**src/pkg/pmic_pkg.sv**
```systemverilog
/*
 * pmic_pkg: register map, field positions, reset values, timing and
 * multiplier tables for the PLL multiplier and top-level interrupt block.
 * Assumes a 100 MHz core clock and an 8-bit internal register port.
 */
package pmic_pkg;

  // ***************************************************************
  // register offsets
  // ***************************************************************
  localparam logic [7:0] PLL_MULTIPLIER_CONFIG_ADDR = 8'h01;
  localparam logic [7:0] WAKEUP_IRQ_ENABLE_ADDR     = 8'h02;
  localparam logic [7:0] SYSTEM_IRQ_ENABLE_ADDR     = 8'h03;
  localparam logic [7:0] CHANNEL_IRQ_ENABLE_ADDR    = 8'h04;
  localparam logic [7:0] WAKEUP_INIT_IRQ_FLAGS_ADDR = 8'h10;
  localparam logic [7:0] SYSTEM_IRQ_FLAGS_ADDR      = 8'h11;
  localparam logic [7:0] CHANNEL_IRQ_SUMMARY_ADDR   = 8'h12;
  localparam logic [7:0] DEVICE_STATUS_ADDR         = 8'h13;
  // per-channel error flag registers, channels 1 to 4
  localparam logic [7:0] CH1_ERROR_FLAGS_ADDR       = 8'h50;
  localparam logic [7:0] CH2_ERROR_FLAGS_ADDR       = 8'h80;
  localparam logic [7:0] CH3_ERROR_FLAGS_ADDR       = 8'hB0;
  localparam logic [7:0] CH4_ERROR_FLAGS_ADDR       = 8'hE0;
  // status flag register sits one address above the error one
  localparam logic [7:0] CH_STATUS_FLAGS_STEP       = 8'h01;

  // ***************************************************************
  // field positions
  // ***************************************************************
  localparam int MULT_SEL_MSB        = 3;
  localparam int INIT_DONE_BIT       = 7;
  localparam int OVERTEMP_BIT        = 5;
  localparam int PLL_UNLOCK_BIT      = 4;
  localparam int PLL_LOCK_BIT        = 3;
  localparam int REF_FAIL_BIT        = 2;
  localparam int SERIAL_ERR_BIT      = 1;
  localparam int SLEEP_FAIL_BIT      = 0;
  localparam int CH_ERROR_LSB        = 4;

  // ***************************************************************
  // reset values
  // ***************************************************************
  localparam logic [3:0] MULT_SEL_RESET        = 4'hA;
  localparam logic [3:0] WAKEUP_EN_RESET       = 4'hF;
  localparam logic [7:0] SYSTEM_EN_RESET       = 8'h00;
  localparam logic [7:0] CHANNEL_EN_RESET      = 8'h00;
  localparam logic [7:0] WAKEUP_FLAGS_RESET    = 8'h80;
  localparam logic [7:0] SYSTEM_FLAGS_RESET    = 8'h00;
  localparam logic [5:1] SYSTEM_EN_MASK        = 5'h1F;

  // ***************************************************************
  // timing: reference frequency is measured over a fixed gate
  // ***************************************************************
  localparam int CORE_CLK_PERIOD_NS = 10;
  localparam int FREQ_GATE_TIME_NS  = 100000;
  localparam int FREQ_GATE_CYCLES   = FREQ_GATE_TIME_NS / CORE_CLK_PERIOD_NS;
  localparam int LOCK_GOOD_GATES    = 2;

  // ***************************************************************
  // multiplier codes: factor x10 and reference edges per gate
  // ***************************************************************
  localparam logic [3:0] MULT_CODE_LAST = 4'hA;
  localparam logic [9:0] MULT_X10 [0:10] = '{
    10'd780, 10'd650, 10'd390, 10'd280, 10'd200, 10'd150,
    10'd110, 10'd85, 10'd64, 10'd48, 10'd39};
  localparam logic [10:0] REF_EDGES_LO [0:10] = '{
    11'd40, 11'd50, 11'd70, 11'd100, 11'd140, 11'd190,
    11'd260, 11'd350, 11'd450, 11'd600, 11'd800};
  localparam logic [10:0] REF_EDGES_HI [0:10] = '{
    11'd50, 11'd70, 11'd100, 11'd140, 11'd190, 11'd260,
    11'd350, 11'd450, 11'd600, 11'd800, 11'd1000};

  typedef enum logic [2:0] {
    PMIC_UNLOCKED = 3'b001,
    PMIC_SETTLING = 3'b010,
    PMIC_LOCKED   = 3'b100
  } pmic_lock_e;

endpackage : pmic_pkg

```
**src/hw/pmic_ref_meter.sv**
```systemverilog
/*
 * pmic_ref_meter: counts rising edges of the external reference clock
 * over a gate of core cycles and checks them against the range of the
 * selected multiplier code.
 * Assumes ref_clk is asynchronous to core_clk and slower than half of it.
 */
`timescale 1ns/10ps
module pmic_ref_meter
  import pmic_pkg::*;
#(
  parameter int GATE_CYCLES = FREQ_GATE_CYCLES
) (
  // clock and reset
  input  wire logic       core_clk,
  input  wire logic       rst_n,
  // reference clock pin
  input  wire logic       ref_clk,
  // selected multiplier code
  input  wire logic [3:0] multiplier_select,
  // result
  output logic            gate_done,
  output logic            ref_out_of_range
);

  logic [2:0]  ref_sync;
  logic [15:0] gate_cnt;
  logic [10:0] edge_cnt;
  logic        ref_rise;
  logic        in_range;

  // ***************************************************************
  // synchroniser and edge finder
  // ***************************************************************
  always_ff @(posedge core_clk or negedge rst_n) begin
    if (!rst_n) begin
      ref_sync <= 3'h0;
    end else begin
      ref_sync <= {ref_sync[1:0], ref_clk};
    end
  end

  assign ref_rise = ref_sync[1] & ~ref_sync[2];

  // range of the code; unused codes never pass
  always_comb begin
    if (multiplier_select > MULT_CODE_LAST) begin
      in_range = 1'b0;
    end else begin
      in_range = (edge_cnt >= REF_EDGES_LO[multiplier_select]) &&
                 (edge_cnt <= REF_EDGES_HI[multiplier_select]);
    end
  end

  // ***************************************************************
  // gate counter and edge counter
  // ***************************************************************
  always_ff @(posedge core_clk or negedge rst_n) begin
    if (!rst_n) begin
      gate_cnt         <= 16'h0000;
      edge_cnt         <= 11'h000;
      gate_done        <= 1'b0;
      ref_out_of_range <= 1'b0;
    end else if (gate_cnt == 16'(GATE_CYCLES - 1)) begin
      gate_cnt         <= 16'h0000;
      edge_cnt         <= 11'h000;
      gate_done        <= 1'b1;
      ref_out_of_range <= ~in_range;
    end else begin
      gate_cnt  <= gate_cnt + 16'h0001;
      gate_done <= 1'b0;
      if (ref_rise && edge_cnt != 11'h7FF) begin
        edge_cnt <= edge_cnt + 11'h001;
      end
    end
  end

endmodule : pmic_ref_meter

```
**src/hw/pmic_top.sv**
```systemverilog
/*
 * pmic_top: PLL multiplier select, reference frequency check, PLL lock
 * tracking and the three-level top interrupt registers with the
 * open-drain interrupt pin.
 * Assumes the serial framing logic delivers register accesses on the
 * same clock, and LIN channel logic delivers one-cycle event pulses.
 */
`timescale 1ns/10ps
module pmic_top
  import pmic_pkg::*;
#(
  parameter int GATE_CYCLES = FREQ_GATE_CYCLES,
  parameter int LOCK_GATES  = LOCK_GOOD_GATES
) (
  // clock and reset
  input  wire logic       core_clk,
  input  wire logic       rstn,
  // reference clock pin
  input  wire logic       ref_clk,
  // register port from the serial framing logic
  input  wire logic [7:0] reg_addr,
  input  wire logic [7:0] reg_wdata,
  input  wire logic       reg_wr,
  input  wire logic       reg_rd,
  output logic [7:0]      reg_rdata,
  // event pulses from the rest of the device
  input  wire logic [3:0] wakeup_evt,
  input  wire logic       overtemp_evt,
  input  wire logic       overtemp_level,
  input  wire logic       serial_error_evt,
  input  wire logic       sleep_request_fail_evt,
  // second-level channel events and enables, bit 3 is channel 4
  input  wire logic [3:0] ch_error_evt,
  input  wire logic [3:0] ch_status_evt,
  input  wire logic [3:0] ch_error_lvl2_en,
  input  wire logic [3:0] ch_status_lvl2_en,
  // per-channel flag set pulses toward the channel registers
  output logic [3:0]      channel_error_flags_set,
  output logic [3:0]      channel_status_flags_set,
  // PLL control
  output logic [9:0]      pll_mult_x10,
  output logic            pll_lock_status,
  // open-drain interrupt pin
  output logic            irq_out_n,
  output logic            irq_out_n_oe
);

  logic [1:0]  rst_sync;
  logic        rst_n;
  logic [3:0]  multiplier_select;
  logic [3:0]  wakeup_irq_enable;
  logic [5:1]  system_irq_enable;
  logic [7:0]  channel_irq_enable;
  logic [7:0]  wakeup_init_irq_flags;
  logic [5:0]  system_irq_flags;
  logic [7:0]  channel_irq_summary;
  logic        ref_freq_fail_status;
  logic        fail_prev;
  logic        gate_done;
  logic        ref_bad;
  logic [3:0]  good_cnt;
  logic        lock_rise;
  logic        lock_fall;
  pmic_lock_e  lock_state;
  logic        wr_flags1;
  logic        wr_flags2;
  logic [7:0]  next_wakeup_flags;
  logic [5:0]  next_system_flags;
  logic [5:0]  sys_set;
  logic [3:0]  err_set;
  logic [3:0]  stat_set;
  logic [3:0]  err_clr;
  logic [3:0]  stat_clr;
  logic [7:0]  next_rdata;

  // channel error register address, ch is 0 for channel 1
  function automatic logic [7:0] ch_err_addr(input int ch);
    unique case (ch)
      0:       ch_err_addr = CH1_ERROR_FLAGS_ADDR;
      1:       ch_err_addr = CH2_ERROR_FLAGS_ADDR;
      2:       ch_err_addr = CH3_ERROR_FLAGS_ADDR;
      default: ch_err_addr = CH4_ERROR_FLAGS_ADDR;
    endcase
  endfunction : ch_err_addr

  // ***************************************************************
  // reset release
  // ***************************************************************
  always_ff @(posedge core_clk or negedge rstn) begin
    if (!rstn) begin
      rst_sync <= 2'b00;
    end else begin
      rst_sync <= {rst_sync[0], 1'b1};
    end
  end

  assign rst_n = rst_sync[1];

  // ***************************************************************
  // reference frequency check
  // ***************************************************************
  pmic_ref_meter #(
    .GATE_CYCLES      (GATE_CYCLES)
  ) u_meter (
    .core_clk         (core_clk),
    .rst_n            (rst_n),
    .ref_clk          (ref_clk),
    .multiplier_select(multiplier_select),
    .gate_done        (gate_done),
    .ref_out_of_range (ref_bad)
  );

  // fail status follows each finished gate
  always_ff @(posedge core_clk or negedge rst_n) begin
    if (!rst_n) begin
      ref_freq_fail_status <= 1'b0;
      fail_prev            <= 1'b0;
    end else begin
      fail_prev <= ref_freq_fail_status;
      if (gate_done) begin
        ref_freq_fail_status <= ref_bad;
      end
    end
  end

  // ***************************************************************
  // lock tracking: a run of good gates locks, a bad gate or a new
  // code drops lock
  // ***************************************************************
  always_ff @(posedge core_clk or negedge rst_n) begin
    if (!rst_n) begin
      lock_state <= PMIC_UNLOCKED;
      good_cnt   <= 4'h0;
    end else if (reg_wr && reg_addr == PLL_MULTIPLIER_CONFIG_ADDR) begin
      lock_state <= PMIC_UNLOCKED;
      good_cnt   <= 4'h0;
    end else if (gate_done) begin
      unique case (lock_state)
        PMIC_UNLOCKED, PMIC_SETTLING: begin
          if (ref_bad) begin
            lock_state <= PMIC_UNLOCKED;
            good_cnt   <= 4'h0;
          end else if (good_cnt >= 4'(LOCK_GATES - 1)) begin
            lock_state <= PMIC_LOCKED;
          end else begin
            lock_state <= PMIC_SETTLING;
            good_cnt   <= good_cnt + 4'h1;
          end
        end
        PMIC_LOCKED: begin
          if (ref_bad) begin
            lock_state <= PMIC_UNLOCKED;
            good_cnt   <= 4'h0;
          end
        end
      endcase
    end
  end

  // lock output and its edges
  always_ff @(posedge core_clk or negedge rst_n) begin
    if (!rst_n) begin
      pll_lock_status <= 1'b0;
    end else begin
      pll_lock_status <= (lock_state == PMIC_LOCKED);
    end
  end

  assign lock_rise = (lock_state == PMIC_LOCKED) & ~pll_lock_status;
  assign lock_fall = (lock_state != PMIC_LOCKED) & pll_lock_status;

  // ***************************************************************
  // enable and configuration registers
  // ***************************************************************
  always_ff @(posedge core_clk or negedge rst_n) begin
    if (!rst_n) begin
      multiplier_select  <= MULT_SEL_RESET;
      wakeup_irq_enable  <= WAKEUP_EN_RESET;
      system_irq_enable  <= SYSTEM_EN_RESET[5:1];
      channel_irq_enable <= CHANNEL_EN_RESET;
    end else if (reg_wr) begin
      unique case (reg_addr)
        PLL_MULTIPLIER_CONFIG_ADDR:
          multiplier_select <= reg_wdata[MULT_SEL_MSB:0];
        WAKEUP_IRQ_ENABLE_ADDR:
          wakeup_irq_enable <= reg_wdata[3:0];
        SYSTEM_IRQ_ENABLE_ADDR:
          system_irq_enable <= reg_wdata[5:1] & SYSTEM_EN_MASK;
        CHANNEL_IRQ_ENABLE_ADDR:
          channel_irq_enable <= reg_wdata;
        default: ;
      endcase
    end
  end

  // factor presented to the clock generator, x10 fixed point
  always_ff @(posedge core_clk or negedge rst_n) begin
    if (!rst_n) begin
      pll_mult_x10 <= MULT_X10[MULT_SEL_RESET];
    end else if (multiplier_select <= MULT_CODE_LAST) begin
      pll_mult_x10 <= MULT_X10[multiplier_select];
    end
  end

  // ***************************************************************
  // first and second status registers, set wins over clear
  // ***************************************************************
  assign wr_flags1 = reg_wr && reg_addr == WAKEUP_INIT_IRQ_FLAGS_ADDR;
  assign wr_flags2 = reg_wr && reg_addr == SYSTEM_IRQ_FLAGS_ADDR;

  always_comb begin
    sys_set = 6'h00;
    sys_set[OVERTEMP_BIT]   = overtemp_evt & system_irq_enable[OVERTEMP_BIT];
    sys_set[PLL_UNLOCK_BIT] = lock_fall
                              & system_irq_enable[PLL_UNLOCK_BIT];
    sys_set[PLL_LOCK_BIT]   = lock_rise & system_irq_enable[PLL_LOCK_BIT];
    sys_set[REF_FAIL_BIT]   = ref_freq_fail_status & ~fail_prev
                              & system_irq_enable[REF_FAIL_BIT];
    sys_set[SERIAL_ERR_BIT] = serial_error_evt
                              & system_irq_enable[SERIAL_ERR_BIT];
    sys_set[SLEEP_FAIL_BIT] = sleep_request_fail_evt;
    next_wakeup_flags = wakeup_init_irq_flags;
    next_system_flags = system_irq_flags;
    if (wr_flags1) begin
      next_wakeup_flags = wakeup_init_irq_flags & ~reg_wdata;
    end
    if (wr_flags2) begin
      next_system_flags = system_irq_flags & ~reg_wdata[5:0];
    end
    next_wakeup_flags[3:0] = next_wakeup_flags[3:0]
                             | (wakeup_evt & wakeup_irq_enable);
    next_system_flags = next_system_flags | sys_set;
  end

  always_ff @(posedge core_clk or negedge rst_n) begin
    if (!rst_n) begin
      wakeup_init_irq_flags <= WAKEUP_FLAGS_RESET;
      system_irq_flags      <= SYSTEM_FLAGS_RESET[5:0];
    end else begin
      wakeup_init_irq_flags <= next_wakeup_flags & 8'h8F;
      system_irq_flags      <= next_system_flags;
    end
  end

  // ***************************************************************
  // channel summary: set needs both enable levels, host clears it
  // through the channel flag registers
  // ***************************************************************
  genvar ch;
  generate
    for (ch = 0; ch < 4; ch = ch + 1) begin : g_ch
      assign err_set[ch]  = ch_error_evt[ch] & ch_error_lvl2_en[ch]
                            & channel_irq_enable[CH_ERROR_LSB + ch];
      assign stat_set[ch] = ch_status_evt[ch] & ch_status_lvl2_en[ch]
                            & channel_irq_enable[ch];
      assign err_clr[ch]  = reg_wr && (reg_wdata != 8'h00)
                            && reg_addr == ch_err_addr(ch);
      assign stat_clr[ch] = reg_wr && (reg_wdata != 8'h00)
                            && reg_addr == ch_err_addr(ch)
                               + CH_STATUS_FLAGS_STEP;
    end
  endgenerate

  always_ff @(posedge core_clk or negedge rst_n) begin
    if (!rst_n) begin
      channel_irq_summary      <= 8'h00;
      channel_error_flags_set  <= 4'h0;
      channel_status_flags_set <= 4'h0;
    end else begin
      channel_irq_summary[7:4] <= (channel_irq_summary[7:4] & ~err_clr)
                                  | err_set;
      channel_irq_summary[3:0] <= (channel_irq_summary[3:0] & ~stat_clr)
                                  | stat_set;
      channel_error_flags_set  <= err_set;
      channel_status_flags_set <= stat_set;
    end
  end

  // ***************************************************************
  // interrupt pin: only ever driven low
  // ***************************************************************
  always_ff @(posedge core_clk or negedge rst_n) begin
    if (!rst_n) begin
      irq_out_n    <= 1'b0;
      irq_out_n_oe <= 1'b0;
    end else begin
      irq_out_n    <= 1'b0;
      irq_out_n_oe <= wakeup_init_irq_flags[INIT_DONE_BIT]
        | |(wakeup_init_irq_flags[3:0] & wakeup_irq_enable)
        | system_irq_flags[SLEEP_FAIL_BIT]
        | |(system_irq_flags[5:1] & system_irq_enable)
        | |(channel_irq_summary & channel_irq_enable);
    end
  end

  // ***************************************************************
  // register read, data one cycle after the read strobe
  // ***************************************************************
  always_comb begin
    next_rdata = 8'h00;
    unique case (reg_addr)
      PLL_MULTIPLIER_CONFIG_ADDR: next_rdata = {4'h0, multiplier_select};
      WAKEUP_IRQ_ENABLE_ADDR:     next_rdata = {4'h0, wakeup_irq_enable};
      SYSTEM_IRQ_ENABLE_ADDR:     next_rdata = {2'h0, system_irq_enable, 1'b0};
      CHANNEL_IRQ_ENABLE_ADDR:    next_rdata = channel_irq_enable;
      WAKEUP_INIT_IRQ_FLAGS_ADDR: next_rdata = wakeup_init_irq_flags;
      SYSTEM_IRQ_FLAGS_ADDR:      next_rdata = {2'h0, system_irq_flags};
      CHANNEL_IRQ_SUMMARY_ADDR:   next_rdata = channel_irq_summary;
      DEVICE_STATUS_ADDR: begin
        next_rdata[OVERTEMP_BIT] = overtemp_level;
        next_rdata[PLL_LOCK_BIT] = pll_lock_status;
        next_rdata[REF_FAIL_BIT] = ref_freq_fail_status;
      end
      default:                    next_rdata = 8'h00;
    endcase
  end

  always_ff @(posedge core_clk or negedge rst_n) begin
    if (!rst_n) begin
      reg_rdata <= 8'h00;
    end else if (reg_rd) begin
      reg_rdata <= next_rdata;
    end
  end

endmodule : pmic_top

```
**config.mk**
```make
export PLATFORM = sky130hd
export DESIGN_NAME = pmic_top
export DESIGN_NICKNAME = d
export VERILOG_FILES = /design/src/pkg/pmic_pkg.sv /design/src/hw/pmic_ref_meter.sv /design/src/hw/pmic_top.sv
export SDC_FILE = /design/constraint.sdc
export NUM_CORES = 1
export LEC_CHECK = 0
export BUFFER_PORTS_ARGS = -buffer_cell sky130_fd_sc_hd__buf_4
export CAP_MARGIN = 5
export CORE_MARGIN = 5
export CORE_UTILIZATION = 35
export CTS_BUF_LIST = sky130_fd_sc_hd__clkbuf_8
export CTS_CLUSTER_DIAMETER = 40
export DETAILED_ROUTE_END_ITERATION = 8
export GPL_ROUTABILITY_DRIVEN = 0
export PLACE_DENSITY = 0.54
export SETUP_SLACK_MARGIN = 0.15
export SYNTH_ARGS = -nofsm -noshare
export SYNTH_HDL_FRONTEND = slang
export SYNTH_SLANG_ARGS = --single-unit
```
**constraint.sdc**
```tcl
create_clock -name core_clk -period 4.6 [get_ports core_clk]
set_input_delay 0.92 -clock core_clk [delete_from_list [all_inputs] [get_ports core_clk]]
set_output_delay 0.92 -clock core_clk [all_outputs]
set_load 0.01 [all_outputs]
```
==> impl_metrics.csv, run 1 <==
group,metric,value,unit
placed_design,dp_cells,864,
layout,layout-drive-gt1-share,20.61,%
floorplanning,die_y,140.5,um
worst_setup_path,required,4.90,ns
job,cap_violations,0,
synthesis,synth_area_leaders,"dfrtp_1 42%, ha_1 6.3%, dfstp_2 5.3%",
clock_network,clock-root-buffer,"clkbuf_8",
layout,fin_cells,880,
floorplanning,start_util,35.82,%
min_path,hold_path.class,"in2async",
pwr,total_power,2311,uW
sta,max_freq,340.4,MHz
synthesis,yosys_warnings,0,
clock_network,cts_resized,0,
sta,setup_viol,0,
clock_network,cts.path.max_buffers,2,
worst_setup_path,criticalPathCategory,"reg2reg",
layout,antenna_cells,0,
layout,syn2layout_area_growth,15.80,%
worst_setup_path,path_max_fanout,11,
synthesis,synth-edff-count,0,
synthesis,yosys.area.top_type,"dfrtp_1",
floorplanning,dieArea,19740,um2
sta,drv_slew,0,
clock_network,cts_num_sinks,111,
drt,drt-total-wl,15180,um
synthesis,yosysSeqAreaShare,46.84,%
clock_network,holdBufCountCts,0,
clock_network,htree_levels,3,
status,outcome,"complete, no violations",
drt,num_vias,4720,
layout,regArea,2796,um2
clock_network,numCtsBuffers,9,
sta,grt_setup_unrepaired,"false",
layout,nNetsFinal,730,
layout,multi_input_area,2997,um2
synthesis,synth_cells,592,
drt,drt-initial-drc-count,321,
global_route,grt_pass1_wl,24870,um
floorplanning,core_area,16640,um2
worst_setup_path,critical_path_arrival,3.24,ns
sta,hold_viol,0,
floorplanning,rows,47,
global_route,grt-ovfl-total,0,
floorplanning,die-width,140.5,um
global_route,antenna_found_initial,0,
sta,tns,0,ns
synthesis,ys_ff_latch,111,
synthesis,ys_types,68,
sta,period_share,63.87,%
drt,viasPerCell,5.364,
pwr,leakagePower,0.003148,uW
synthesis,async_flop_share,100.0,%
placed_design,port_buffers,72,
synthesis,yosys_most_used_dff,"dfrtp_1",
sta,fin_crit,2.938,ns
global_route,grt.total_usage,15.48,%
drt,routedWlPerCell,17.24,um
sta,skew,0.01424,ns
drt,ant_nets,0,
synthesis,synth_top_area_share,41.55,%
sta,worst_slew_pin_slew,0.9938,ns
clock_network,clk_latency,0.39,ns
synthesis,netlist_area,5962,um2
placed_design,pre_cts_ws,1.682,ns
worst_setup_path,crit_path_start_kind,"register",
sta,max-slew-margin-rel,33.74,%
layout,n_fill_cell,1662,
clock_network,postCtsSetupBuffers,0,
drt,first_pass_iters,5,
pwr,ir_drop,0.1309,mV
synthesis,synth_nets,667,
worst_setup_path,crit_path_end_kind,"register",
placed_design,dp_hpwl,11260,um
floorplanning,io_pins,74,
sta,timing.final.ws_setup,1.662,ns
pwr,p_per_area,334.7,nW/um2
global_route,grt_pass1_vias,4757,
drt,drcViolationCount,0,
clock_network,path_clk_slew,0.11,ns
clock_network,cts_tree,"yes",
synthesis,syn_area_per_cell,10.07,um2
global_route,grt_max_degree,68,
[stage by stage]
stage | hold WS (ns) | util, % | instance area [um2]
2_1_floorplan | 0.3312 | - | 5962
3_3_place_gp | 0.3369 | 40.23 | 6695
3_5_place_dp | 0.3396 | 40.23 | 6695
4_1_cts | 0.2687 | 41.49 | 6904
5_1_grt | 0.2779 | 41.49 | 6904
6_report | 0.3031 | 41.49 | 6904
[synth_stat cells, drive strengths merged (3+ instances only)]
library cell	instances
nand3	23
xnor2	9
clkbuf	15
nand2b	14
o2bb2ai	4
nand2	62
buf	7
nor4	7
and3	14
dfrtp	99
and2	10
xor2	15
o22ai	3
o21ai	35
a21oi	18
dfstp	12
a21boi	5
nor2b	8
nand3b	5
or4	3
mux2i	4
inv	18
a21o	5
nor3	9
nor2	47
a22o	13
nand4b	5
nand4	10
mux2	22
ha	30
a22oi	11
a221oi	5
nor3b	4
a211oi	6
nor4b	5
[sequential cells by signal, summed over array words and instances (netlist names), 3 cells and up]
register / cells
good_cnt: 4
u_meter.gate_cnt: 16
channel_status_flags_set: 4
wakeup_init_irq_flags: 5
channel_irq_enable: 8
channel_irq_summary: 8
system_irq_enable: 5
multiplier_select: 4
reg_rdata: 8
u_meter.edge_cnt: 11
channel_error_flags_set: 4
wakeup_irq_enable: 4
system_irq_flags: 6
u_meter.ref_sync: 3
lock_state: 3
pll_mult_x10: 10
[cells by family after synthesis]
| group | after synthesis | synth area share (%) |
|---|---|---|
| flip-flops | 111 | 46.84 |
| multiplexers | 27 | 5.205 |
| AND/OR/NAND/NOR | 232 | 20.86 |
| adder cells (fa/ha/maj) | 30 | 6.296 |
| AO/OA/AOI/OAI | 125 | 14.25 |
| other | 2 | 0.1260 |
| buffers and inverters | 41 | 2.896 |
| XOR/XNOR | 24 | 3.526 |
[layout by cell type, fill, tap and decap left out, drive strengths merged, types with 15 or more instances in the layout]
cell type	count
dfrtp	99
xor2	15
o21ai	35
ha	30
buf	74
mux2	22
nor2	47
nand3	23
inv	22
nand2	62
a21oi	18
[power by group]
| part | internal [uW] | total, uW | leakage (uW) | switching [uW] |
|---|---|---|---|---|
| sequential | 1090 | 1230 | 0.00141 | 135 |
| clock | 264 | 628 | 0.000107 | 364 |
| combinational | 223 | 454 | 0.00164 | 230 |
[worst max-delay path: stages (launching register included)]
cell      delay (ns)
dfstp_2         0.67
inv_1           0.21
ha_1            0.35
inv_1           0.05
nor2_1          0.17
a21oi_1         0.06
o21ai_0         0.23
ha_1            0.26
a311o_1         0.31
a211oi_1        0.26
o21ai_0         0.12
a31oi_1         0.17
[final timing paths]
check | from | end | slack (ns) | cells after the start
setup / recovery | multiplier_select[1] | u_meter.ref_out_of_range | 1.66 | 11
hold / removal | rstn | rst_sync[1] | 0.30 | 1
setup reg to reg | multiplier_select[1] | u_meter.ref_out_of_range | 1.66 | 11
hold reg to reg | rst_sync[0] | rst_sync[1] | 0.36 | 0
max in group asynchronous | rst_sync[1] | lock_state[0] | 3.07 | 1
min in group core_clk | rst_sync[0] | rst_sync[1] | 0.36 | 0
[layer usage]
metal / track usage (%) / share of wire [%] / vias up / wire [um]
met5: 0 / 0 / - / 0
met1: 20.46 / 46 / 2319 / 6918
met2: 25.53 / 48 / 105 / 7231
met3: 2.249 / 4.2 / 27 / 643
met4: 6.221 / 2.5 / 0 / 382
li1: - / - / 2269 / -
[cell type report]
| type | count | share of cell area, % |
|---|---|---|
| Multi-Input combinational cell | 440 | 43.40 |
| Clock inverter | 7 | 1.232 |
| Inverter | 19 | 1.033 |
| Clock buffer | 9 | 1.794 |
| Timing Repair Buffer | 74 | 8.046 |
| Sequential cell | 111 | 40.50 |
| Tap cell | 220 | 3.987 |
Note: power is estimated with default switching activity, not from simulation.
==> inputs of run 2 (changes only) <==
clock period = 2.75 ns   (was 4.6 ns; I/O delays follow)
==> impl_metrics.csv, run 2 (synthesis results as in run 1) <==
group,metric,value,unit
sta,fin_crit,2.443,ns
clock_network,numCtsBuffers,9,
layout,layout-drive-gt1-share,23.34,%
pwr,power_frac_comb,21.6,%
drt,ant_nets,0,
clock_network,path_clk_slew,0.11,ns
clock_network,clk_latency,0.39,ns
drt,drt-initial-drc-count,336,
worst_setup_path,path_cells,"inv_1, buf_4, ha_1, nor2_1, nor2b_1, ha_1, a211o_1, o211ai_1, o2111ai_1, a21oi_1, a31oi_1",
floorplanning,io_pins,74,
clock_network,cts.path.max_buffers,2,
floorplanning,dieArea,19740,um2
layout,reg.largest.list,"u_meter.gate_cnt x16, u_meter.edge_cnt x11, pll_mult_x10 x10",
layout,top_register,"u_meter.gate_cnt",
sta,max-slew-margin-rel,46.26,%
placed_design,port_buffers,72,
job,cap_violations,0,
sta,max_freq,409.3,MHz
floorplanning,die_y,140.5,um
sta,skew,0.01211,ns
layout,antenna_cells,0,
pwr,clockPowerShare,24.6,%
clock_network,cts_tree,"yes",
sta,drv_slew,0,
worst_setup_path,rr_endpoint,"u_meter.ref_out_of_range",
worst_setup_path,reg2reg_depth,11,
clock_network,clock-root-buffer,"clkbuf_8",
drt,routedWlPerCell,17.58,um
worst_setup_path,critical-path-top-delay-family,"compound AO/OA/AOI/OAI gates",
layout,syn2layout_area_growth,18.41,%
drt,first_pass_iters,5,
min_path,hold_start,"ref_clk",
worst_setup_path,crit_path_start_kind,"register",
drt,wl_met2,7501,um
sta,setup_viol,0,
drt,drcViolationCount,0,
worst_setup_path,criticalPathCategory,"reg2reg",
floorplanning,rows,47,
pwr,sequentialPowerShare,53.8,%
worst_setup_path,cp-startpoint,"multiplier_select[1]",
clock_network,cts_num_sinks,111,
pwr,ir_drop,0.2948,mV
pwr,leakagePower,0.003217,uW
worst_setup_path,crit_path_end_kind,"register",
layout,nNetsFinal,747,
worst_setup_path,cp_common_cell,"ha_1",
floorplanning,core_area,16640,um2
worst_setup_path,r2r_setup_slack,0.31,ns
worst_setup_path,r2r-start,"multiplier_select[1]",
min_path,holdPathStages,1,
sta,holdWs,0.2667,ns
placed_design,pre_cts_ws,0.2016,ns
min_path,whs_endpoint,"u_meter.ref_sync[0]",
global_route,grt-ovfl-total,0,
min_path,hold_path.class,"in2reg",
worst_setup_path,required,3.01,ns
pwr,p_sw_share,31.66,%
sta,hold_viol,0,
drt,wirelength_met1,6968,um
pwr,internal_power,2587,uW
pwr,p_per_area,536.3,nW/um2
global_route,grt.total_usage,16.24,%
drt,maxUsedRoutingLayer,"met4",
floorplanning,die-width,140.5,um
global_route,grt_max_degree,61,
worst_setup_path,path_max_fanout,6,
worst_setup_path,crit_slowest_cell,"dfstp_2",
worst_setup_path,critical_path_arrival,2.71,ns
worst_setup_path,slowest_delay,0.54,ns
global_route,grt_pass1_vias,4875,
sta,tns,0,ns
sta,period_share,88.85,%
floorplanning,start_util,35.82,%
layout,fin_util,42.42,%
layout,layout_common_cells,"98 x dfrtp_1, 89 x buf_4, 62 x nand2_1",
sta,timing.final.ws_setup,0.3065,ns
layout,largest_reg_flops,16,
drt,viasPerCell,5.369,
global_route,antenna_found_initial,0,
sta,worst_slew_pin_slew,0.8061,ns
sta,grt_setup_unrepaired,"false",
worst_setup_path,cp.buffers_inverters,2,
global_route,grt_pass1_wl,25980,um
status,outcome,"complete, no violations",
drt,wl_met3,844,um
placed_design,dp_hpwl,11650,um
layout,mostFrequentLayoutCell,"dfrtp_1",
drt,num_vias,4816,
clock_network,htree_levels,3,
drt,drt-total-wl,15770,um
pwr,p_sw,1199,uW
run 2: cell types whose count changed in the layout (fill, tap and decap cells not counted), moves of 2 or more:
| cell | previous run | this run |
|---|---|---|
| a211oi_2 | 0 | 2 |
| buf_4 | 74 | 89 |
| clkinv_4 | 2 | 0 |
| clkinvlp_4 | 0 | 4 |
| a211oi_1 | 6 | 4 |
run 2: cell type report:
class,count,area [um2]
Inverter,19,75.07
Clock inverter,6,43.79
Tap cell,220,275.3
Clock buffer,10,137.6
Sequential cell,111,2796
Timing Repair Buffer,91,698.2
Multi-Input combinational cell,440,3033
Fill cell,1629,9583
run 2: what timing repair did:
action,in CTS,in global routing
hold endpoints to repair,2,0
setup buffers,0,4
endpoints found under the setup margin,0,1
gates resized for setup,0,11
hold buffers,1,0
run 2: worst max path at each step:
| stage | cells after the start | slack [ns] | endpoint |
|---|---|---|---|
| 2_1_floorplan | 11 | 0.31 | u_meter.ref_out_of_range |
| 3_3_place_gp | 11 | 0.25 | u_meter.ref_out_of_range |
| 5_1_grt | 11 | 0.15 | u_meter.ref_out_of_range |
| 6_report | 11 | 0.31 | u_meter.ref_out_of_range |
| 3_5_place_dp | 11 | 0.20 | u_meter.ref_out_of_range |
| 4_1_cts | 11 | 0.16 | u_meter.ref_out_of_range |
run 2: power groups by stage:
| stage | clock [uW] | combinational, uW | sequential, uW |
|---|---|---|---|
| 2_1_floorplan | 0 | 483 | 2030 |
| 3_3_place_gp | 0 | 786 | 2070 |
| 3_5_place_dp | 0 | 803 | 2070 |
| 4_1_cts | 994 | 806 | 2040 |
| 5_1_grt | 1050 | 924 | 2070 |
| 6_report | 930 | 817 | 2040 |
run 2: through the flow:
step	total power [uW]	cell area (um2)	instances
global placement	2852	6798	876
floorplan	2511	5963	592
CTS	3839	6989	893
detailed placement	2869	6798	876
global route	4040	7059	897
finish	3786	7059	897
run 2: routing by layer:
layer  vias to the layer above  track usage (%)
met3                        32            3.374
met5                         -                0
li1                       2290                -
met2                       132            26.31
met1                      2362            21.42
met4                         0            6.119
==> inputs of run 3 (changes only) <==
BUFFER_PORTS_ARGS = -buffer_cell sky130_fd_sc_hd__clkbuf_2   (was -buffer_cell sky130_fd_sc_hd__buf_4)
==> impl_metrics.csv, run 3 (synthesis results as in run 1) <==
group,metric,value,unit
worst_setup_path,crit_path_start_kind,"register",
sta,tns,0,ns
layout,n_fill_cell,1623,
global_route,grt-ovfl-total,0,
sta,fin_crit,2.478,ns
floorplanning,rows,47,
drt,drt-total-wl,15620,um
sta,setup_viol,0,
worst_setup_path,critical_path_arrival,2.74,ns
global_route,antenna_found_initial,0,
min_path,whs_endpoint,"u_meter.ref_sync[0]",
min_path,hold_start,"ref_clk",
clock_network,htree_levels,3,
clock_network,cts_num_sinks,111,
pwr,ir_drop,0.2836,mV
sta,worst_slew_pin_slew,0.6458,ns
worst_setup_path,required,3.01,ns
drt,drt-initial-drc-count,262,
floorplanning,io_pins,74,
worst_setup_path,crit_path_end_kind,"register",
clock_network,clock-root-buffer,"clkbuf_8",
layout,top_register,"u_meter.gate_cnt",
layout,antenna_cells,0,
clock_network,path_clk_slew,0.11,ns
sta,period_share,90.11,%
min_path,hold_path.class,"in2reg",
layout,layout_common_cells,"97 x dfrtp_1, 72 x clkbuf_2, 62 x nand2_1",
floorplanning,dieArea,19740,um2
global_route,grt_max_degree,48,
layout,syn2layout_area_growth,15.51,%
layout,layout-drive-gt1-share,23.96,%
floorplanning,core_area,16640,um2
floorplanning,start_util,35.82,%
clock_network,cts.path.max_buffers,2,
worst_setup_path,rr_endpoint,"u_meter.ref_out_of_range",
placed_design,dp_cells,879,
placed_design,port_buffers,72,
worst_setup_path,path_max_fanout,10,
layout,reg.largest.list,"u_meter.gate_cnt x16, u_meter.edge_cnt x11, pll_mult_x10 x10",
drt,drcViolationCount,0,
placed_design,dp_hpwl,11760,um
job,cap_violations,0,
sta,drv_slew,0,
drt,routedWlPerCell,17.43,um
layout,mostFrequentLayoutCell,"dfrtp_1",
layout,largest_reg_flops,16,
drt,ant_nets,0,
global_route,grt.total_usage,16.07,%
clock_network,clk_latency,0.38,ns
sta,max-slew-margin-rel,56.95,%
sta,grt_setup_unrepaired,"false",
clock_network,numCtsBuffers,9,
pwr,leakagePower,0.003167,uW
min_path,holdPathStages,1,
layout,fin_cells,896,
drt,num_vias,4788,
worst_setup_path,criticalPathCategory,"reg2reg",
floorplanning,die-width,140.5,um
worst_setup_path,r2r_setup_slack,0.27,ns
drt,viasPerCell,5.344,
worst_setup_path,r2r-start,"multiplier_select[1]",
global_route,grt_pass1_wl,25600,um
layout,nNetsFinal,746,
global_route,grt_pass1_vias,4824,
clock_network,cts_tree,"yes",
worst_setup_path,reg2reg_depth,11,
sta,skew,0.009472,ns
drt,first_pass_iters,4,
sta,hold_viol,0,
sta,max_freq,403.5,MHz
floorplanning,die_y,140.5,um
status,outcome,"complete, no violations",
pwr,p_per_area,546.7,nW/um2
pwr,total_power,3765,uW
-- run 3: cell count changes in the layout (fill, tap and decap cells not counted), moves of 2 or more --
| cell | previous run | this run |
|---|---|---|
| clkinv_2 | 0 | 2 |
| clkbuf_2 | 0 | 72 |
| buf_4 | 89 | 15 |
| clkinvlp_4 | 4 | 1 |
-- run 3: stage by stage --
| step | setup WS [ns] | hold slack [ns] | utilization (%) | cell area (um2) |
|---|---|---|---|---|
| final | 0.2719 | 0.2754 | 41.38 | 6887 |
| after floorplan | 0.3070 | 0.2544 | - | 5963 |
| after CTS | 0.1779 | 0.2513 | 41.07 | 6835 |
| after global placement | 0.2277 | 0.3359 | 39.90 | 6640 |
| after global routing | 0.1288 | 0.2564 | 41.38 | 6887 |
| after detailed placement | 0.1099 | 0.3396 | 39.90 | 6640 |
-- run 3: metal layers --
metal	GRT usage, %	part of all wire (%)	wire length [um]
met1	21.01	45	7016
met2	27.44	49	7728
met3	3.170	4.3	678
met4	3.876	1.3	196
met5	0	0	0
-- run 3: area by class of cell --
cell class / instances / area, um2 / area share (%)
Clock inverter: 6 / 42.54 / 0.6177
Sequential cell: 111 / 2800 / 40.66
Inverter: 19 / 75.07 / 1.090
Multi-Input combinational cell: 440 / 3042 / 44.17
Tap cell: 220 / 275.3 / 3.997
Timing Repair Buffer: 90 / 514.2 / 7.467
Clock buffer: 10 / 137.6 / 1.999
-- run 3: repair_timing --
item                                    CTS  global route
endpoints found under the setup margin    1             1
hold buffers                              1             0
resized for setup                         2            15
pin swaps                                 0             5
hold endpoints to repair                  2             0
setup buffers                             0             0
-- run 3: how the worst max path moves through the flow --
| stage | slack, ns | to | cells past startpoint | from |
|---|---|---|---|---|
| after floorplan | 0.31 | u_meter.ref_out_of_range | 11 | multiplier_select[1] |
| after global placement | 0.23 | u_meter.ref_out_of_range | 11 | multiplier_select[1] |
| after detailed placement | 0.11 | u_meter.ref_out_of_range | 11 | multiplier_select[1] |
| after CTS | 0.18 | u_meter.ref_out_of_range | 11 | multiplier_select[1] |
| after global routing | 0.13 | u_meter.ref_out_of_range | 11 | multiplier_select[1] |
| final | 0.27 | u_meter.ref_out_of_range | 11 | multiplier_select[1] |
-- run 3: where the power goes --
part	leakage, uW	internal, uW	switching, uW
registers	0.00140	1830	204
clock network	0.000100	362	584
logic	0.00166	354	430
-- run 3: worst max-delay path: stages, from the launching register on --
cell and delay (ns):
dfstp_2 0.55, buf_4 0.17, ha_2 0.21, nor2b_2 0.17, a21oi_1 0.06, o21a_1 0.18, ha_1 0.17, a21o_1 0.18
a211oi_2 0.26, o2111ai_1 0.13, a21oi_1 0.16, a31oi_1 0.09
